## src/sarc_map.svh

```systemverilog
// register offsets, field positions, reset values and sequencing constants of the converter control
`ifndef SARC_MAP_SVH
`define SARC_MAP_SVH

`define SARC_OFF_CTRL 6'h00
`define SARC_OFF_INT 6'h04
`define SARC_OFF_DIR 6'h08
`define SARC_OFF_AUX 6'h0C
`define SARC_OFF_STAT 6'h10
`define SARC_OFF_RES_BASE 6'h20

`define SARC_CTRL_W 10
`define SARC_INT_W 4
`define SARC_AUX_W 7
`define SARC_CTRL_RST 10'h300
`define SARC_INT_RST 4'h0
`define SARC_AUX_RST 7'h00
`define SARC_DIR_RST 8'h00

`define SARC_STAT_BUSY 0
`define SARC_STAT_CH_LO 1
`define SARC_STAT_FORCE_LO 8
`define SARC_STAT_SAR_LO 16

`define SARC_SAR_INIT 10'h200
`define SARC_BIT_MSB 4'h9
`define SARC_LSB_8BIT 4'h2
`define SARC_LSB_10BIT 4'h0

`define SARC_PIN_CLK 3
`define SARC_PIN_TXD 5
`define SARC_PIN_SUB 6
`define SARC_SMODE_SYNC_INT 4'h1

`endif

```

## src/sarc_pkg.sv

```systemverilog
// types shared by the converter control and its result memory
package sarc_pkg;

   typedef enum logic [3:0] {
      S_IDLE = 4'h1,
      S_LOAD = 4'h2,
      S_CMP = 4'h4,
      S_STORE = 4'h8
   } sarc_state_t;

   typedef enum logic [1:0] {
      M_ONE_SHOT = 2'h0,
      M_REPEAT = 2'h1,
      M_SWEEP = 2'h2,
      M_REP_SWEEP = 2'h3
   } sarc_mode_t;

   // bit 9..0: sweep[1:0], channel[2:0], mode[1:0], res10, trig_ext, start
   typedef struct packed {
      logic [1:0] sweep;
      logic [2:0] ch;
      sarc_mode_t mode;
      logic res10;
      logic trig_ext;
      logic start;
   } sarc_ctrl_t;

   typedef struct packed {
      logic flag;
      logic [2:0] prio;
   } sarc_int_t;

   typedef struct packed {
      logic sub_ext;
      logic sub_run;
      logic ser_sel;
      logic [3:0] smode;
   } sarc_aux_t;

   typedef struct packed {
      logic en;
      logic [2:0] addr;
      logic [9:0] data;
   } sarc_wr_t;

endpackage : sarc_pkg

```

## src/sarc_res_mem.sv

```systemverilog
// eight conversion result words with registered read data
`timescale 1ns/10ps
module sarc_res_mem (
   input wire logic i_clk,                  // core clock
   input wire logic i_rst,                  // synchronous reset, high
   input wire sarc_pkg::sarc_wr_t i_wr,     // write port
   input wire logic [2:0] i_raddr,          // read word index
   output logic [9:0] o_rdata               // read data, registered
);

   typedef struct packed {
      logic [7:0][9:0] word;
      logic [9:0] rdata;
   } sarc_mem_st_t;

   sarc_mem_st_t st;
   sarc_mem_st_t next_st;

   always_comb begin
      next_st = st;
      for (int k = 0; k < 8; k++) begin
         if (i_wr.en && (i_wr.addr == 3'(k))) begin
            next_st.word[k] = i_wr.data;
         end
      end
      next_st.rdata = st.word[i_raddr];
   end

   always_ff @(posedge i_clk) begin
      if (i_rst) begin
         st <= '0;
      end else begin
         st <= next_st;
      end
   end

   assign o_rdata = st.rdata;

endmodule : sarc_res_mem

```

## src/sarc_top.sv

```systemverilog
// successive-approximation converter control, result store, pin usability and interrupt flag
//
// Design decisions made here: the address map and the Avalon-MM slave port.
`timescale 1ns/10ps
`include "sarc_map.svh"

module sarc_top (
   input wire logic I_CORE_CLK,             // core clock, 10 MHz
   input wire logic I_RST,                  // synchronous reset, high
   input wire logic [5:0] I_AVS_ADDRESS,    // byte address
   input wire logic I_AVS_READ,             // read request
   input wire logic I_AVS_WRITE,            // write request
   input wire logic [31:0] I_AVS_WRITEDATA, // write data
   input wire logic [3:0] I_AVS_BYTEENABLE, // byte lanes
   output logic [31:0] O_AVS_READDATA,      // read data
   output logic O_AVS_WAITREQUEST,          // stall, high
   input wire logic I_CMP_ABOVE,            // input voltage above comparison voltage
   input wire logic I_EXT_TRIG,             // external trigger pin level
   input wire logic [2:0] I_IPL,            // processor priority level
   input wire logic I_IRQ_DISABLE,          // processor interrupt disable flag
   input wire logic I_INT_ACK,              // request accepted, pulse
   input wire logic I_SERIAL_IRQ,           // serial unit event, pulse
   output logic O_INT_REQ,                  // request at a level above processor level
   output logic [2:0] O_INT_LEVEL,          // programmed level
   output logic [9:0] O_DAC_CODE,           // code for the comparison voltage
   output logic [2:0] O_CHANNEL,            // analog mux select
   output logic [7:0] O_ANALOG_EN,          // per pin analog input usable
   output logic [7:0] O_FORCED_OUT,         // per pin forced to output by alternate function
   output logic [7:0] O_PORT_DIR,           // per pin direction, one is output
   output logic O_BUSY                      // conversion sequence running
);

   typedef struct packed {
      sarc_pkg::sarc_state_t state;
      sarc_pkg::sarc_ctrl_t ctrl;
      sarc_pkg::sarc_int_t icr;
      sarc_pkg::sarc_aux_t aux;
      logic [7:0] dir;
      logic [7:0] aen;
      logic [7:0] forced;
      logic [9:0] sar;
      logic [3:0] bitpos;
      logic [2:0] ch;
      logic ext_prev;
      logic irq;
      logic waitreq;
      logic [1:0] bus_ph;
      logic [31:0] rdata;
      logic busy;
   } sarc_st_t;

   sarc_st_t st;
   sarc_st_t next_st;
   sarc_pkg::sarc_wr_t res_wr;
   logic [9:0] res_rdata;

   // pins that an alternate function drives, whatever the direction bits say
   function automatic logic [7:0] force_mask(input sarc_pkg::sarc_aux_t a);
      logic [7:0] m;
      m = 8'h00;
      m[`SARC_PIN_CLK] = (a.smode == `SARC_SMODE_SYNC_INT);
      case (a.smode[2:0])
         3'h1, 3'h4, 3'h5, 3'h6: m[`SARC_PIN_TXD] = 1'b1;
         default: m[`SARC_PIN_TXD] = 1'b0;
      endcase
      m[`SARC_PIN_SUB] = a.sub_run && !a.sub_ext;
      return m;
   endfunction : force_mask

   // byte lanes: a lane not enabled keeps its old bits
   function automatic logic [31:0] be_merge(input logic [31:0] old, input logic [31:0] wd,
                                            input logic [3:0] be);
      logic [31:0] r;
      r = old;
      for (int b = 0; b < 4; b++) begin
         if (be[b]) begin
            r[b*8 +: 8] = wd[b*8 +: 8];
         end
      end
      return r;
   endfunction : be_merge

   // last pin of a sweep: 2, 4, 6 or 8 pins from pin 0
   function automatic logic [2:0] sweep_last(input logic [1:0] sw);
      return {sw, 1'b1};
   endfunction : sweep_last

   // word aligned access; anything else is answered but ignored
   function automatic logic aligned(input logic [5:0] a);
      return (a[1:0] == 2'h0);
   endfunction : aligned

   logic wr_go;
   logic [31:0] rd_word;
   logic trig;
   logic cmp_keep;
   logic [3:0] lsb;
   logic conv_event;
   logic sw_start;
   logic [31:0] merged;

   sarc_res_mem u_res (
      .i_clk (I_CORE_CLK),
      .i_rst (I_RST),
      .i_wr (res_wr),
      .i_raddr (I_AVS_ADDRESS[4:2]),
      .o_rdata (res_rdata)
   );

   always_comb begin
      res_wr.en = (st.state == sarc_pkg::S_STORE);
      res_wr.addr = st.ch;
      res_wr.data = st.sar;
   end

   always_comb begin
      next_st = st;
      merged = 32'h0000_0000;
      sw_start = 1'b0;
      cmp_keep = 1'b0;
      conv_event = 1'b0;
      rd_word = 32'h0000_0000;
      // last bit under test: 2 at 8-bit, 0 at 10-bit
      lsb = st.ctrl.res10 ? `SARC_LSB_10BIT : `SARC_LSB_8BIT;

      // read mux; result words come from the memory one cycle after the address
      if (aligned(I_AVS_ADDRESS)) begin
         if (I_AVS_ADDRESS[5]) begin
            rd_word = {22'h00_0000, res_rdata};
         end else begin
            case (I_AVS_ADDRESS)
               `SARC_OFF_CTRL: rd_word = {22'h00_0000, st.ctrl};
               `SARC_OFF_INT: rd_word = {28'h000_0000, st.icr};
               `SARC_OFF_DIR: rd_word = {24'h00_0000, st.dir};
               `SARC_OFF_AUX: rd_word = {25'h000_0000, st.aux};
               // status is read only; the write decode takes only offsets with address bits 5:4 clear
               `SARC_OFF_STAT: begin
                  rd_word[`SARC_STAT_BUSY] = (st.state != sarc_pkg::S_IDLE);
                  rd_word[`SARC_STAT_CH_LO +: 3] = st.ch;
                  rd_word[`SARC_STAT_FORCE_LO +: 8] = st.forced;
                  rd_word[`SARC_STAT_SAR_LO +: 10] = st.sar;
               end
               default: rd_word = 32'h0000_0000;
            endcase
         end
      end

      // fixed two wait states; a write lands on the edge that sees waitrequest low
      // three cycles per access keeps the result memory read in step with the address
      case (st.bus_ph)
         2'h0: begin
            if (I_AVS_READ || I_AVS_WRITE) begin
               next_st.bus_ph = 2'h1;
            end
         end
         2'h1: begin
            next_st.bus_ph = 2'h2;
            next_st.waitreq = 1'b0;
            next_st.rdata = I_AVS_READ ? rd_word : 32'h0000_0000;
         end
         default: begin
            next_st.bus_ph = 2'h0;
            next_st.waitreq = 1'b1;
         end
      endcase
      wr_go = I_AVS_WRITE && !st.waitreq;

      if (wr_go && (I_AVS_ADDRESS[5:4] == 2'h0) && aligned(I_AVS_ADDRESS)) begin
         case (I_AVS_ADDRESS)
            `SARC_OFF_CTRL: begin
               merged = be_merge({22'h00_0000, st.ctrl}, I_AVS_WRITEDATA, I_AVS_BYTEENABLE);
               next_st.ctrl = sarc_pkg::sarc_ctrl_t'(merged[`SARC_CTRL_W-1:0]);
               sw_start = next_st.ctrl.start && !next_st.ctrl.trig_ext && I_AVS_BYTEENABLE[0];
            end
            `SARC_OFF_INT: begin
               merged = be_merge({28'h000_0000, st.icr}, I_AVS_WRITEDATA, I_AVS_BYTEENABLE);
               next_st.icr = sarc_pkg::sarc_int_t'(merged[`SARC_INT_W-1:0]);
            end
            `SARC_OFF_DIR: begin
               merged = be_merge({24'h00_0000, st.dir}, I_AVS_WRITEDATA, I_AVS_BYTEENABLE);
               next_st.dir = merged[7:0];
            end
            `SARC_OFF_AUX: begin
               merged = be_merge({25'h000_0000, st.aux}, I_AVS_WRITEDATA, I_AVS_BYTEENABLE);
               next_st.aux = sarc_pkg::sarc_aux_t'(merged[`SARC_AUX_W-1:0]);
            end
            default: merged = 32'h0000_0000;
         endcase
      end

      // external trigger needs the pin high on one sample and low on the next
      next_st.ext_prev = I_EXT_TRIG;
      trig = sw_start ||
             (st.ctrl.start && st.ctrl.trig_ext && st.ext_prev && !I_EXT_TRIG);

      case (st.state)
         sarc_pkg::S_IDLE: begin
            if (trig) begin
               next_st.state = sarc_pkg::S_LOAD;
               // the triggering write also picks mode and channel; st.ctrl is still stale
               next_st.ch = next_st.ctrl.mode[1] ? 3'h0 : next_st.ctrl.ch;
            end
         end
         sarc_pkg::S_LOAD: begin
            next_st.sar = `SARC_SAR_INIT;
            next_st.bitpos = `SARC_BIT_MSB;
            next_st.state = sarc_pkg::S_CMP;
         end
         sarc_pkg::S_CMP: begin
            // one compare per clock; analog settling assumed within a cycle
            // disabled pin reads as below every code
            cmp_keep = I_CMP_ABOVE && st.aen[st.ch];
            next_st.sar[st.bitpos] = cmp_keep;
            if (st.bitpos == lsb) begin
               next_st.state = sarc_pkg::S_STORE;
            end else begin
               next_st.bitpos = st.bitpos - 4'h1;
               next_st.sar[st.bitpos - 4'h1] = 1'b1;
            end
         end
         sarc_pkg::S_STORE: begin
            conv_event = 1'b1;
            // repeat modes go straight back to load, no idle cycle
            next_st.state = sarc_pkg::S_LOAD;
            case (st.ctrl.mode)
               sarc_pkg::M_ONE_SHOT: begin
                  next_st.state = sarc_pkg::S_IDLE;
               end
               sarc_pkg::M_SWEEP: begin
                  if (st.ch == sweep_last(st.ctrl.sweep)) begin
                     next_st.state = sarc_pkg::S_IDLE;
                  end else begin
                     next_st.ch = st.ch + 3'h1;
                  end
               end
               sarc_pkg::M_REP_SWEEP: begin
                  next_st.ch = (st.ch == sweep_last(st.ctrl.sweep)) ? 3'h0 : st.ch + 3'h1;
               end
               default: next_st.ch = st.ch;
            endcase
            if ((next_st.state == sarc_pkg::S_IDLE) && !st.ctrl.trig_ext) begin
               next_st.ctrl.start = 1'b0;
            end
         end
         default: next_st.state = sarc_pkg::S_IDLE;
      endcase

      // clearing start stops
      // an abort between compares leaves the old result untouched
      if (!next_st.ctrl.start) begin
         next_st.state = sarc_pkg::S_IDLE;
      end

      // busy follows the state being entered, so the pin is a flop
      next_st.busy = (next_st.state != sarc_pkg::S_IDLE);

      if (I_INT_ACK) begin
         next_st.icr.flag = 1'b0;
      end
      // shared flag owner: serial event if ser_sel, else result, raises request; a set outranks any clear
      if (st.aux.ser_sel ? I_SERIAL_IRQ : conv_event) begin
         next_st.icr.flag = 1'b1;
      end

      // level compare
      // uses flag and level after this edge, so it never lags them
      next_st.irq = next_st.icr.flag && (next_st.icr.prio > I_IPL) && !I_IRQ_DISABLE;

      next_st.forced = force_mask(next_st.aux);
      next_st.aen = ~next_st.dir & ~next_st.forced;
   end

   always_ff @(posedge I_CORE_CLK) begin
      if (I_RST) begin
         st.state <= sarc_pkg::S_IDLE;
         st.ctrl <= sarc_pkg::sarc_ctrl_t'(`SARC_CTRL_RST);
         st.icr <= sarc_pkg::sarc_int_t'(`SARC_INT_RST);
         st.aux <= sarc_pkg::sarc_aux_t'(`SARC_AUX_RST);
         st.dir <= `SARC_DIR_RST;
         st.aen <= 8'hFF;
         st.forced <= 8'h00;
         st.sar <= 10'h000;
         st.bitpos <= 4'h0;
         st.ch <= 3'h0;
         // trigger pin idles high; no false edge after reset
         st.ext_prev <= 1'b1;
         st.irq <= 1'b0;
         st.waitreq <= 1'b1;
         st.bus_ph <= 2'h0;
         st.rdata <= 32'h0000_0000;
         st.busy <= 1'b0;
      end else begin
         st <= next_st;
      end
   end

   assign O_AVS_READDATA = st.rdata;
   assign O_AVS_WAITREQUEST = st.waitreq;
   assign O_INT_REQ = st.irq;
   assign O_INT_LEVEL = st.icr.prio;
   assign O_DAC_CODE = st.sar;
   assign O_CHANNEL = st.ch;
   assign O_ANALOG_EN = st.aen;
   assign O_FORCED_OUT = st.forced;
   assign O_PORT_DIR = st.dir;
   assign O_BUSY = st.busy;

endmodule : sarc_top
```

## config.mk

```make
export PLATFORM = sky130hd
export DESIGN_NAME = sarc_top
export DESIGN_NICKNAME = d
export VERILOG_FILES = /design/src/sarc_pkg.sv /design/src/sarc_res_mem.sv /design/src/sarc_top.sv
export VERILOG_INCLUDE_DIRS = /design/src /design/src/src
export SDC_FILE = /design/constraint.sdc
export NUM_CORES = 1
export LEC_CHECK = 0
export BUFFER_PORTS_ARGS = -buffer_cell sky130_fd_sc_hd__clkbuf_2
export CAP_MARGIN = 20
export CORE_MARGIN = 3
export CORE_UTILIZATION = 30
export CTS_CLUSTER_SIZE = 16
export DETAILED_ROUTE_END_ITERATION = 16
export SKIP_CTS_REPAIR_TIMING = 1
export SLEW_MARGIN = 20
export SYNTH_ARGS = -nofsm -noshare
export SYNTH_HDL_FRONTEND = slang
export SYNTH_SLANG_ARGS = --single-unit
```

## constraint.sdc

```tcl
create_clock -name I_CORE_CLK -period 5.37 [get_ports I_CORE_CLK]
set_clock_uncertainty 0.15 [all_clocks]
set_input_delay 1.074 -clock I_CORE_CLK [delete_from_list [all_inputs] [get_ports I_CORE_CLK]]
set_output_delay 1.074 -clock I_CORE_CLK [all_outputs]
set_load 0.05 [all_outputs]
```

==> impl_metrics.xml, run 1 <==
<?xml version="1.0" encoding="UTF-8"?>
<metrics>
  <group name="synthesis">
    <metric name="synth_area_per_cell" unit="µm²">8.60</metric>
    <metric name="synthXorXnorAreaFrac" unit="%">0.303</metric>
    <metric name="synth_top_family_by_area" unit="">simple AND/OR/NAND/NOR gates</metric>
    <metric name="async_set_reset_flop_share_out_of_synthesis" unit="%">0</metric>
    <metric name="synth_cell_types" unit="">63</metric>
    <metric name="synthesis.yosys.warnings" unit="">0</metric>
    <metric name="synth_area" unit="µm²">8660</metric>
    <metric name="synth.mux.area_fraction" unit="%">9.94</metric>
    <metric name="number_of_synthesized_flops_with_an_enable_pin" unit="">0</metric>
    <metric name="synth_seq_cells" unit="">180</metric>
    <metric name="synth_simple_gate_area_share" unit="%">20.4</metric>
    <metric name="synth_compound_area_share" unit="%">15.1</metric>
    <metric name="post_synth_inst_count" unit="">1007</metric>
    <metric name="yosysSeqAreaShare" unit="%">41.6</metric>
    <metric name="synth_adder_area_share" unit="%">2.46</metric>
    <metric name="synth_flop_cell" unit="">sky130_fd_sc_hd__dfxtp_1</metric>
  </group>
  <group name="global_routing">
    <metric name="pin_count_of_the_biggest_net_entering_global_routing" unit="">87</metric>
    <metric name="globalRouteTotalUtil" unit="%">15.1</metric>
    <metric name="via_count_of_the_first_global_routing_pass" unit="">6544</metric>
    <metric name="globalRouteOverflowTotal" unit="">0</metric>
    <metric name="number_of_antenna_violations_at_the_first_check_in_global_routing" unit="">0</metric>
    <metric name="global_route_wire_length_before_repair" unit="mm">36.9</metric>
  </group>
  <group name="min_path">
    <metric name="worst_hold_path_type" unit="">register to register</metric>
    <metric name="min-delay-start" unit="">u_res.st[19]$_SDFFE_PP0P_</metric>
    <metric name="hold_end" unit="">u_res.st[19]$_SDFFE_PP0P_</metric>
    <metric name="whs_path_cells" unit="">2</metric>
  </group>
  <group name="timing">
    <metric name="finalMaxSlewViolations" unit="">0</metric>
    <metric name="setup_ws" unit="ns">1.96</metric>
    <metric name="rsz_0062_raised_after_global_routing" unit="">no</metric>
    <metric name="timing.final.setup_violations" unit="">0</metric>
    <metric name="fin_worst_hold_slack" unit="ns">0.304</metric>
    <metric name="fin_setup_tns" unit="ns">0</metric>
    <metric name="headroom_to_the_max_slew_limit" unit="%">28.5</metric>
    <metric name="post-route-period-util" unit="%">63.5</metric>
    <metric name="finalHoldViolCount" unit="">0</metric>
    <metric name="tightestPinTransition" unit="ns">1.07</metric>
    <metric name="period_needed" unit="ns">3.41</metric>
    <metric name="max_freq" unit="MHz">293</metric>
  </group>
  <group name="detailed_routing">
    <metric name="drt-total-wl" unit="mm">23.8</metric>
    <metric name="per_cell_via_count_in_the_routed_design" unit="">5.11</metric>
    <metric name="post-route-drc-count" unit="">0</metric>
    <metric name="drt.antenna.violating_nets" unit="">0</metric>
    <metric name="detailroute.via_count" unit="">7100</metric>
    <metric name="wl_per_cell" unit="µm">17.2</metric>
    <metric name="drt_iter0_markers" unit="">741</metric>
    <metric name="drt_pre_antenna_iters" unit="">5</metric>
  </group>
  <group name="critical_path">
    <metric name="rr_startpoint" unit="">st[100]$_SDFF_PP1_</metric>
    <metric name="crit_path_category" unit="">primary input to register</metric>
    <metric name="worstReg2RegEnd" unit="">u_res.st[38]$_SDFFE_PP0P_</metric>
    <metric name="endpoint_kind" unit="">register</metric>
    <metric name="r2r_setup_slack" unit="ns">2.22</metric>
    <metric name="worst_ep_required" unit="ns">5.58</metric>
    <metric name="reg2regPathDepth" unit="">5</metric>
    <metric name="worst-path-max-fanout" unit="">23</metric>
    <metric name="crit_path_dat" unit="ns">3.62</metric>
    <metric name="setup.worst_path.start_class" unit="">primary input</metric>
  </group>
  <group name="clock_tree">
    <metric name="max-clock-path-buffers" unit="">2</metric>
    <metric name="tritoncts" unit="">built</metric>
    <metric name="number_of_clock_sinks" unit="">180</metric>
    <metric name="cts.root.buffer_cell" unit="">sky130_fd_sc_hd__clkbuf_16</metric>
    <metric name="path_clk_slew" unit="ns">0.08</metric>
    <metric name="clk-insertion-delay-late" unit="ns">0.43</metric>
    <metric name="cts_made_buffers" unit="">17</metric>
    <metric name="cts-htree-levels" unit="">4</metric>
  </group>
  <group name="final_layout">
    <metric name="area_growth_syn_to_layout" unit="%">10.3</metric>
    <metric name="layout_common_cells" unit="">180 x sky130_fd_sc_hd__dfxtp_1, 161 x sky130_fd_sc_hd__nand2_1, 105 x sky130_fd_sc_hd__a21oi_1, 89 x sky130_fd_sc_hd__clkbuf_2, 75 x sky130_fd_sc_hd__nor2_1</metric>
    <metric name="total_inserted_antenna_cells" unit="">0</metric>
    <metric name="num-fill-cells" unit="">2964</metric>
    <metric name="drive_above_1_share" unit="%">17.2</metric>
    <metric name="final_core_util" unit="%">34.0</metric>
    <metric name="final_nets" unit="">1069</metric>
    <metric name="most_frequent_standard_cell_in_the_layout_excluding_fill_and_tap_cells" unit="">sky130_fd_sc_hd__dfxtp_1</metric>
  </group>
  <group name="floorplan">
    <metric name="core_area" unit="µm²">28100</metric>
    <metric name="die_width" unit="µm">176</metric>
    <metric name="start_util" unit="%">30.8</metric>
    <metric name="ios" unit="">129</metric>
    <metric name="design.die.area" unit="µm²">30900</metric>
    <metric name="dieHeight" unit="µm">176</metric>
    <metric name="placementRows" unit="">61</metric>
  </group>
  <group name="power_and_ir_drop">
    <metric name="pwr_density_cell" unit="nW/µm²">293</metric>
    <metric name="design_power_total" unit="mW">2.80</metric>
    <metric name="ir_drop" unit="V">0.000182</metric>
    <metric name="power_leakage" unit="nW">3.49</metric>
  </group>
  <group name="place">
    <metric name="io_buffers" unit="">90</metric>
    <metric name="gp_congestion" unit="">0.850</metric>
    <metric name="place_hpwl" unit="mm">16.4</metric>
    <metric name="detailedPlace.worstSlack" unit="ns">1.59</metric>
  </group>
  <group name="outcome">
    <metric name="run_status" unit="">finished, final reports clean</metric>
  </group>
  <group name="flow_run">
    <metric name="max_cap_viol_count" unit="">0</metric>
  </group>
</metrics>
## cells in the mapped netlist, types with 3 or more instances
cell type / count / share of area, %
sky130_fd_sc_hd__nand2b_1: 8 / 0.58
sky130_fd_sc_hd__buf_1: 6 / 0.26
sky130_fd_sc_hd__or4b_2: 3 / 0.35
sky130_fd_sc_hd__a211o_1: 3 / 0.30
sky130_fd_sc_hd__inv_1: 20 / 0.87
sky130_fd_sc_hd__buf_4: 73 / 6.3
sky130_fd_sc_hd__nor3b_1: 4 / 0.35
sky130_fd_sc_hd__nand4_1: 6 / 0.43
sky130_fd_sc_hd__xnor2_1: 3 / 0.30
sky130_fd_sc_hd__o41ai_1: 4 / 0.40
sky130_fd_sc_hd__nand3_1: 45 / 2.6
sky130_fd_sc_hd__o21a_1: 9 / 0.78
sky130_fd_sc_hd__nor2_1: 76 / 3.3
sky130_fd_sc_hd__nor2b_1: 14 / 1.0
sky130_fd_sc_hd__a31oi_1: 7 / 0.51
sky130_fd_sc_hd__nor4b_1: 4 / 0.40
sky130_fd_sc_hd__mux2i_1: 32 / 3.7
sky130_fd_sc_hd__a32o_1: 5 / 0.58
sky130_fd_sc_hd__or2_2: 4 / 0.29
sky130_fd_sc_hd__clkbuf_1: 55 / 2.4
sky130_fd_sc_hd__a211oi_1: 8 / 0.69
sky130_fd_sc_hd__o21ai_0: 18 / 1.0
sky130_fd_sc_hd__a22o_1: 5 / 0.51
sky130_fd_sc_hd__nor3_1: 13 / 0.75
sky130_fd_sc_hd__a22oi_1: 21 / 1.8
sky130_fd_sc_hd__nand2_1: 161 / 7.0
sky130_fd_sc_hd__ha_1: 17 / 2.5
sky130_fd_sc_hd__and3_1: 12 / 0.87
sky130_fd_sc_hd__a21oi_1: 105 / 6.1
sky130_fd_sc_hd__mux4_2: 20 / 5.2
sky130_fd_sc_hd__nand3b_1: 5 / 0.43
sky130_fd_sc_hd__and2_1: 4 / 0.29
sky130_fd_sc_hd__mux2_2: 8 / 1.0
sky130_fd_sc_hd__buf_2: 4 / 0.23
sky130_fd_sc_hd__a221oi_1: 3 / 0.30
sky130_fd_sc_hd__a311oi_1: 5 / 0.51
sky130_fd_sc_hd__dfxtp_1: 180 / 42
sky130_fd_sc_hd__or2_1: 5 / 0.36
## registers in the layout, summed over array words and instances, names as in the netlist
name and cells:
st 29, O_CHANNEL 3, O_ANALOG_EN 8, u_res.st 80, O_AVS_WAITREQUEST 1, O_AVS_READDATA 23, O_INT_LEVEL 3, O_DAC_CODE 10
u_res.o_rdata 10, O_PORT_DIR 8, O_FORCED_OUT 3, O_BUSY 1, O_INT_REQ 1
## cell type report
type                       instances  area [µm²]  area share, %
clock inverter                    15         211           2.21
multi-input combinational        681        4250           44.5
clock buffer                      17         425           4.45
inverter                          20        75.1          0.786
tap                              378         473           4.95
timing repair buffer              98         513           5.37
sequential                       180        3600           37.7
## report_power, final
group          total (mW)  internal, mW  switching (mW)
clock                1.34         0.757           0.586
sequential           1.34          1.34         0.00215
combinational       0.118        0.0272          0.0907
## worst max-delay path: stages
cell	delay [ns]
sky130_fd_sc_hd__clkbuf_2	0.29
sky130_fd_sc_hd__buf_4	0.37
sky130_fd_sc_hd__nor4_1	0.38
sky130_fd_sc_hd__and2_1	0.30
sky130_fd_sc_hd__nor3b_2	0.90
sky130_fd_sc_hd__a22oi_1	0.14
sky130_fd_sc_hd__nor2_1	0.15
## per-stage QoR
step | cells | area, µm²
after floorplan | 1020 | 8710
after global placement | 1357 | 8910
after detailed placement | 1357 | 8910
after CTS | 1389 | 9550
after global routing | 1389 | 9550
final | 1389 | 9550
## cell families (layout without fill, tap and decap cells)
| logic type | count (synthesis) | after routing |
|---|---|---|
| simple gates | 378 | 378 |
| other cells | 1 | 14 |
| mux | 60 | 60 |
| flops | 180 | 180 |
| xor+xnor | 3 | 3 |
| compound gates | 209 | 209 |
| buf+inv | 159 | 150 |
| fa+ha+maj | 17 | 17 |
## metal layers
metal,global-route usage (%),up-vias,routed length [µm]
met3,2.27,36,1270
li1,-,3413,-
met2,26.0,256,11800
met4,5.41,0,578
met1,19.1,3395,10200
met5,0,-,0
## worst max-delay path by stage
| stage | from | to | slack [ns] | cells after the start |
|---|---|---|---|---|
| final | I_AVS_ADDRESS[3] | O_AVS_READDATA[17]$_SDFFE_PP0N_ | 1.96 | 7 |
| after CTS | I_AVS_ADDRESS[3] | O_AVS_READDATA[24]$_SDFFE_PP0N_ | 2.04 | 7 |
| after floorplan | I_AVS_ADDRESS[5] | O_INT_REQ$_SDFF_PP0_ | 2.04 | 9 |
| after global routing | I_AVS_ADDRESS[3] | O_AVS_READDATA[25]$_SDFFE_PP0N_ | 1.80 | 7 |
| after detailed placement | I_AVS_ADDRESS[3] | O_AVS_READDATA[17]$_SDFFE_PP0N_ | 1.59 | 7 |
| after global placement | I_AVS_ADDRESS[3] | O_AVS_READDATA[14]$_SDFFE_PP0N_ | 1.65 | 7 |
(Power assumes the default switching activity.)
==> run 2: changes to the inputs <==
Settings changed: ABC_AREA set to 1.
Clock period 5.37 ns to 3.55 ns, I/O delays scaled along.
==> impl_metrics.xml, run 2 <==
<?xml version="1.0" encoding="UTF-8"?>
<metrics>
  <group name="outcome">
    <metric name="run_status" unit="">finished, final reports clean</metric>
  </group>
  <group name="critical_path">
    <metric name="worst-path-max-fanout" unit="">14</metric>
    <metric name="worst_ep_required" unit="ns">3.73</metric>
    <metric name="r2r_setup_slack" unit="ns">1.17</metric>
    <metric name="critical-path-top-delay-family" unit="">simple AND/OR/NAND/NOR gates</metric>
    <metric name="setup.worst_path.start_class" unit="">primary input</metric>
    <metric name="crit_path_dat" unit="ns">2.63</metric>
    <metric name="reg2regPathDepth" unit="">8</metric>
    <metric name="path_cells" unit="">clkbuf_2, nor2_4, nand2_4, nor2_4, nand2_1, nor2_1, a21oi_1, ha_1, a21oi_1, o21ai_0, nand3b_1, nor2_2</metric>
    <metric name="critical_path_buf_inv_count" unit="">1</metric>
    <metric name="worstReg2RegEnd" unit="">st[42]$_SDFFE_PP0P_</metric>
    <metric name="endpoint_kind" unit="">register</metric>
    <metric name="crit_start" unit="">I_AVS_ADDRESS[4]</metric>
    <metric name="critical_path.slowest_cell" unit="">sky130_fd_sc_hd__ha_1</metric>
    <metric name="rr_startpoint" unit="">st[100]$_SDFF_PP1_</metric>
    <metric name="slowest_delay" unit="ns">0.32</metric>
    <metric name="crit_path_category" unit="">primary input to register</metric>
  </group>
  <group name="global_routing">
    <metric name="number_of_antenna_violations_at_the_first_check_in_global_routing" unit="">0</metric>
    <metric name="via_count_of_the_first_global_routing_pass" unit="">6948</metric>
    <metric name="globalRouteOverflowTotal" unit="">0</metric>
    <metric name="global_route_wire_length_before_repair" unit="mm">38.3</metric>
    <metric name="pin_count_of_the_biggest_net_entering_global_routing" unit="">48</metric>
    <metric name="globalRouteTotalUtil" unit="%">15.6</metric>
  </group>
  <group name="clock_tree">
    <metric name="tritoncts" unit="">built</metric>
    <metric name="clk-insertion-delay-late" unit="ns">0.44</metric>
    <metric name="path_clk_slew" unit="ns">0.07</metric>
    <metric name="number_of_clock_sinks" unit="">180</metric>
    <metric name="cts-htree-levels" unit="">4</metric>
    <metric name="max-clock-path-buffers" unit="">2</metric>
    <metric name="cts.root.buffer_cell" unit="">sky130_fd_sc_hd__clkbuf_16</metric>
    <metric name="cts_made_buffers" unit="">17</metric>
  </group>
  <group name="detailed_routing">
    <metric name="detailroute.via_count" unit="">7557</metric>
    <metric name="drt.antenna.violating_nets" unit="">0</metric>
    <metric name="per_cell_via_count_in_the_routed_design" unit="">4.72</metric>
    <metric name="post-route-drc-count" unit="">0</metric>
    <metric name="wl_met1" unit="mm">11.2</metric>
    <metric name="drt_iter0_markers" unit="">584</metric>
    <metric name="drt-total-wl" unit="mm">24.7</metric>
    <metric name="routed.top_layer" unit="">met4</metric>
    <metric name="drt_pre_antenna_iters" unit="">5</metric>
    <metric name="detailroute.wirelength.met2" unit="mm">11.6</metric>
    <metric name="wl_per_cell" unit="µm">15.4</metric>
    <metric name="wl_met3" unit="mm">1.20</metric>
  </group>
  <group name="final_layout">
    <metric name="most_frequent_standard_cell_in_the_layout_excluding_fill_and_tap_cells" unit="">sky130_fd_sc_hd__dfxtp_1</metric>
    <metric name="final_core_util" unit="%">33.8</metric>
    <metric name="final_nets" unit="">1281</metric>
    <metric name="largest_reg_flops" unit="">80</metric>
    <metric name="layoutNonFillerInstCount" unit="">1601</metric>
    <metric name="area_growth_syn_to_layout" unit="%">9.38</metric>
    <metric name="drive_above_1_share" unit="%">14.0</metric>
    <metric name="layout_common_cells" unit="">180 x sky130_fd_sc_hd__dfxtp_1, 173 x sky130_fd_sc_hd__nand2_1, 151 x sky130_fd_sc_hd__inv_1, 150 x sky130_fd_sc_hd__a21oi_1, 137 x sky130_fd_sc_hd__o21ai_0</metric>
    <metric name="total_inserted_antenna_cells" unit="">0</metric>
    <metric name="registers.top_by_ff_count" unit="">u_res.st</metric>
  </group>
  <group name="flow_run">
    <metric name="max_cap_viol_count" unit="">0</metric>
  </group>
  <group name="synthesis">
    <metric name="synth_cell_types" unit="">43</metric>
    <metric name="synth_seq_cells" unit="">180</metric>
    <metric name="library_cell_with_the_highest_instance_count_after_synthesis" unit="">sky130_fd_sc_hd__dfxtp_1</metric>
    <metric name="synth_area" unit="µm²">8740</metric>
    <metric name="async_set_reset_flop_share_out_of_synthesis" unit="%">0</metric>
    <metric name="synth_area_per_cell" unit="µm²">7.20</metric>
    <metric name="yosysSeqAreaShare" unit="%">41.2</metric>
    <metric name="number_of_synthesized_flops_with_an_enable_pin" unit="">0</metric>
    <metric name="synth_flop_cell" unit="">sky130_fd_sc_hd__dfxtp_1</metric>
    <metric name="netlist_top_cells_count" unit="">180 x sky130_fd_sc_hd__dfxtp_1, 173 x sky130_fd_sc_hd__nand2_1, 152 x sky130_fd_sc_hd__inv_1</metric>
    <metric name="synth_top_cell_area_share" unit="%">41.2</metric>
    <metric name="post_synth_inst_count" unit="">1214</metric>
    <metric name="synth_top_cell_by_area" unit="">sky130_fd_sc_hd__dfxtp_1</metric>
    <metric name="post_synth_main_area_contributors" unit="">sky130_fd_sc_hd__dfxtp_1 41%, sky130_fd_sc_hd__a21oi_1 8.6%, sky130_fd_sc_hd__o21ai_0 7.8%</metric>
    <metric name="synthesis.yosys.warnings" unit="">0</metric>
  </group>
  <group name="floorplan">
    <metric name="die_width" unit="µm">177</metric>
    <metric name="ios" unit="">129</metric>
    <metric name="placementRows" unit="">61</metric>
    <metric name="start_util" unit="%">30.9</metric>
    <metric name="core_area" unit="µm²">28200</metric>
    <metric name="dieHeight" unit="µm">177</metric>
    <metric name="design.die.area" unit="µm²">31200</metric>
  </group>
  <group name="place">
    <metric name="place_inst" unit="">1569</metric>
    <metric name="io_buffers" unit="">90</metric>
    <metric name="detailedPlace.worstSlack" unit="ns">0.707</metric>
    <metric name="gp_congestion" unit="">0.886</metric>
    <metric name="place_hpwl" unit="mm">17.8</metric>
  </group>
  <group name="timing">
    <metric name="fin_worst_hold_slack" unit="ns">0.290</metric>
    <metric name="finalHoldViolCount" unit="">0</metric>
    <metric name="tightestPinTransition" unit="ns">0.824</metric>
    <metric name="timing.final.setup_violations" unit="">0</metric>
    <metric name="post-route-period-util" unit="%">68.8</metric>
    <metric name="period_needed" unit="ns">2.44</metric>
    <metric name="max_freq" unit="MHz">409</metric>
    <metric name="headroom_to_the_max_slew_limit" unit="%">45.0</metric>
    <metric name="rsz_0062_raised_after_global_routing" unit="">no</metric>
    <metric name="fin_setup_tns" unit="ns">0</metric>
    <metric name="setup_ws" unit="ns">1.11</metric>
    <metric name="finalMaxSlewViolations" unit="">0</metric>
  </group>
  <group name="min_path">
    <metric name="worst_hold_path_type" unit="">register to register</metric>
    <metric name="hold_end" unit="">st[33]$_SDFFE_PP0P_</metric>
    <metric name="min-delay-start" unit="">st[33]$_SDFFE_PP0P_</metric>
    <metric name="whs_path_cells" unit="">1</metric>
  </group>
  <group name="power_and_ir_drop">
    <metric name="power_leakage" unit="nW">3.85</metric>
    <metric name="ir_drop" unit="V">0.000223</metric>
    <metric name="pwr_density_cell" unit="nW/µm²">438</metric>
  </group>
</metrics>
## run 2: layer usage
metal | global-route usage, % | up-vias
met5 | 0 | -
li1 | - | 3861
met3 | 2.62 | 38
met2 | 26.3 | 207
met4 | 5.76 | 0
met1 | 20.2 | 3451
## run 2: cell type report
type                       instances  area (µm²)
multi-input combinational        747        3760
sequential                       180        3600
tap                              378         473
clock inverter                    12         119
clock buffer                      20         457
timing repair buffer             101         533
inverter                         163         612
fill                            3003       18700
## run 2: cells by family after synthesis
logic type	share of synthesized area, %
buf+inv	16.3
xor+xnor	0.201
compound gates	20.1
fa+ha+maj	2.43
flops	41.2
simple gates	19.7
other cells	0.0429
## run 2: worst max-delay path by stage
stage                           end  cells after the start  slack [ns]
2_1_floorplan  O_INT_REQ$_SDFF_PP0_                     13        1.21
3_3_place_gp   O_INT_REQ$_SDFF_PP0_                     12        0.67
3_5_place_dp   O_INT_REQ$_SDFF_PP0_                     12        0.71
4_1_cts               O_DAC_CODE[0]                      1        1.10
5_1_grt        O_INT_REQ$_SDFF_PP0_                     12        0.83
6_report       O_INT_REQ$_SDFF_PP0_                     12        1.11
## run 2: stage by stage
stage	total power, mW	cell area, µm²
CTS	4.22	9560
finish	4.18	9560
global placement	2.38	8980
floorplan	2.33	8780
global route	4.33	9560
detailed placement	2.38	8980
## run 2: power by group
group / leakage, nW / switching (mW) / total, mW / internal, mW
Sequential: 1.45 / 0.0107 / 2.05 / 2.04
Clock: 0.274 / 0.832 / 1.85 / 1.01
Combinational: 2.12 / 0.226 / 0.286 / 0.0605
Total: 3.85 / 1.07 / 4.18 / 3.11
==> run 3: changes to the inputs <==
Clock period 3.55 ns to 2.3 ns, I/O delays scaled along.
==> impl_metrics.xml, run 3 (synthesis gave the netlist of run 2 again) <==
<?xml version="1.0" encoding="UTF-8"?>
<metrics>
  <group name="final_layout">
    <metric name="final_nets" unit="">1324</metric>
    <metric name="largest_reg_flops" unit="">80</metric>
    <metric name="num-fill-cells" unit="">3005</metric>
    <metric name="layoutNonFillerInstCount" unit="">1641</metric>
    <metric name="most_frequent_standard_cell_in_the_layout_excluding_fill_and_tap_cells" unit="">sky130_fd_sc_hd__dfxtp_1</metric>
    <metric name="total_inserted_antenna_cells" unit="">0</metric>
    <metric name="registers.top_by_ff_count" unit="">u_res.st</metric>
    <metric name="drive_above_1_share" unit="%">16.8</metric>
    <metric name="area_growth_syn_to_layout" unit="%">13.3</metric>
    <metric name="layout_common_cells" unit="">180 x sky130_fd_sc_hd__dfxtp_1, 173 x sky130_fd_sc_hd__nand2_1, 151 x sky130_fd_sc_hd__inv_1, 150 x sky130_fd_sc_hd__a21oi_1, 137 x sky130_fd_sc_hd__o21ai_0</metric>
  </group>
  <group name="timing">
    <metric name="finalHoldViolCount" unit="">0</metric>
    <metric name="finalMaxSlewViolations" unit="">0</metric>
    <metric name="rsz_0062_raised_after_global_routing" unit="">no</metric>
    <metric name="headroom_to_the_max_slew_limit" unit="%">57.6</metric>
    <metric name="timing.final.setup_violations" unit="">0</metric>
    <metric name="fin_setup_tns" unit="ns">0</metric>
    <metric name="post-route-period-util" unit="%">87.4</metric>
    <metric name="max_freq" unit="MHz">497</metric>
    <metric name="tightestPinTransition" unit="ns">0.636</metric>
    <metric name="setup_ws" unit="ns">0.289</metric>
    <metric name="period_needed" unit="ns">2.01</metric>
  </group>
  <group name="power_and_ir_drop">
    <metric name="design_power_total" unit="mW">6.38</metric>
    <metric name="power_leakage" unit="nW">4.06</metric>
    <metric name="ir_drop" unit="V">0.000406</metric>
    <metric name="pwr_density_cell" unit="nW/µm²">645</metric>
  </group>
  <group name="critical_path">
    <metric name="crit_path_category" unit="">register to register</metric>
    <metric name="setup.worst_path.start_class" unit="">register</metric>
    <metric name="crit_path_dat" unit="ns">2.19</metric>
    <metric name="endpoint_kind" unit="">register</metric>
    <metric name="reg2regPathDepth" unit="">12</metric>
    <metric name="worst_ep_required" unit="ns">2.48</metric>
    <metric name="worst-path-max-fanout" unit="">3</metric>
  </group>
  <group name="clock_tree">
    <metric name="path_clk_slew" unit="ns">0.07</metric>
    <metric name="max-clock-path-buffers" unit="">2</metric>
    <metric name="clk-insertion-delay-late" unit="ns">0.44</metric>
    <metric name="cts.root.buffer_cell" unit="">sky130_fd_sc_hd__clkbuf_16</metric>
    <metric name="number_of_clock_sinks" unit="">180</metric>
    <metric name="cts_made_buffers" unit="">17</metric>
    <metric name="tritoncts" unit="">built</metric>
    <metric name="cts-htree-levels" unit="">4</metric>
  </group>
  <group name="floorplan">
    <metric name="die_width" unit="µm">177</metric>
    <metric name="placementRows" unit="">61</metric>
    <metric name="start_util" unit="%">30.9</metric>
    <metric name="ios" unit="">129</metric>
    <metric name="dieHeight" unit="µm">177</metric>
    <metric name="core_area" unit="µm²">28200</metric>
    <metric name="design.die.area" unit="µm²">31200</metric>
  </group>
  <group name="detailed_routing">
    <metric name="post-route-drc-count" unit="">0</metric>
    <metric name="per_cell_via_count_in_the_routed_design" unit="">4.72</metric>
    <metric name="drt.antenna.violating_nets" unit="">0</metric>
    <metric name="drt_pre_antenna_iters" unit="">8</metric>
    <metric name="detailroute.via_count" unit="">7741</metric>
    <metric name="wl_per_cell" unit="µm">15.3</metric>
    <metric name="drt_iter0_markers" unit="">573</metric>
    <metric name="drt-total-wl" unit="mm">25.1</metric>
  </group>
  <group name="place">
    <metric name="io_buffers" unit="">90</metric>
    <metric name="place_hpwl" unit="mm">18.3</metric>
    <metric name="place_inst" unit="">1612</metric>
    <metric name="gp_congestion" unit="">0.899</metric>
    <metric name="detailedPlace.worstSlack" unit="ns">0.0419</metric>
  </group>
  <group name="global_routing">
    <metric name="global_route_wire_length_before_repair" unit="mm">39.2</metric>
    <metric name="globalRouteOverflowTotal" unit="">0</metric>
    <metric name="number_of_antenna_violations_at_the_first_check_in_global_routing" unit="">0</metric>
    <metric name="pin_count_of_the_biggest_net_entering_global_routing" unit="">58</metric>
    <metric name="globalRouteTotalUtil" unit="%">15.9</metric>
    <metric name="via_count_of_the_first_global_routing_pass" unit="">7069</metric>
  </group>
  <group name="outcome">
    <metric name="run_status" unit="">finished, final reports clean</metric>
  </group>
  <group name="min_path">
    <metric name="worst_hold_path_type" unit="">primary input to register</metric>
    <metric name="whs_path_cells" unit="">3</metric>
  </group>
  <group name="flow_run">
    <metric name="max_cap_viol_count" unit="">0</metric>
  </group>
</metrics>
[run 3: path summary, 6_finish.rpt]
check,to,slack (ns),startpoint
worst max-delay path,O_INT_REQ$_SDFF_PP0_,0.29,O_AVS_WAITREQUEST$_SDFFE_PP1P_
worst min-delay path,st[37]$_SDFF_PP1_,0.11,I_EXT_TRIG
worst max register to register,O_INT_REQ$_SDFF_PP0_,0.29,O_AVS_WAITREQUEST$_SDFFE_PP1P_
worst min register to register,st[33]$_SDFFE_PP0P_,0.29,st[33]$_SDFFE_PP0P_
[run 3: metal layers]
metal | track usage, % | up-vias | share of wire (%) | wire, µm
met1 | 21.1 | 3513 | 45 | 11300
met4 | 7.14 | 0 | 3.6 | 899
met5 | 0 | - | 0 | 0
li1 | - | 3949 | - | -
met3 | 2.64 | 46 | 5.3 | 1340
met2 | 25.5 | 233 | 46 | 11600
[run 3: area by class of cell]
type / instances / area [µm²] / share of cell area, %
Multi-Input combinational cell: 747 / 3760 / 38.0
Inverter: 163 / 612 / 6.18
Tap cell: 378 / 473 / 4.78
Clock buffer: 18 / 439 / 4.44
Timing Repair Buffer: 144 / 906 / 9.15
Sequential cell: 180 / 3600 / 36.4
Clock inverter: 11 / 106 / 1.07
[run 3: power by group]
part / total, mW / internal (mW) / switching, mW
logic: 0.464 / 0.112 / 0.352
clock network: 2.75 / 1.51 / 1.24
registers: 3.16 / 3.15 / 0.0158
total: 6.38 / 4.77 / 1.61
[run 3: critical path, cell delays in order (launching register included)]
cell	delay, ns
sky130_fd_sc_hd__dfxtp_1	0.33
sky130_fd_sc_hd__nor2_1	0.18
sky130_fd_sc_hd__nand3_4	0.13
sky130_fd_sc_hd__nor2_8	0.11
sky130_fd_sc_hd__nand2_1	0.07
sky130_fd_sc_hd__inv_1	0.08
sky130_fd_sc_hd__nor2_1	0.05
sky130_fd_sc_hd__a21oi_1	0.15
sky130_fd_sc_hd__ha_1	0.29
sky130_fd_sc_hd__a21oi_1	0.15
sky130_fd_sc_hd__o21ai_0	0.09
sky130_fd_sc_hd__nand3b_1	0.10
sky130_fd_sc_hd__nor2_2	0.04
[run 3: stage by stage]
stage	instance area, µm²	utilization [%]	hold WS [ns]
final	9900	35.1	0.113
after global placement	9350	33.1	0.273
after global routing	9900	35.1	0.126
after floorplan	8780	-	0.258
after detailed placement	9350	33.1	0.284
after CTS	9900	35.1	0.100
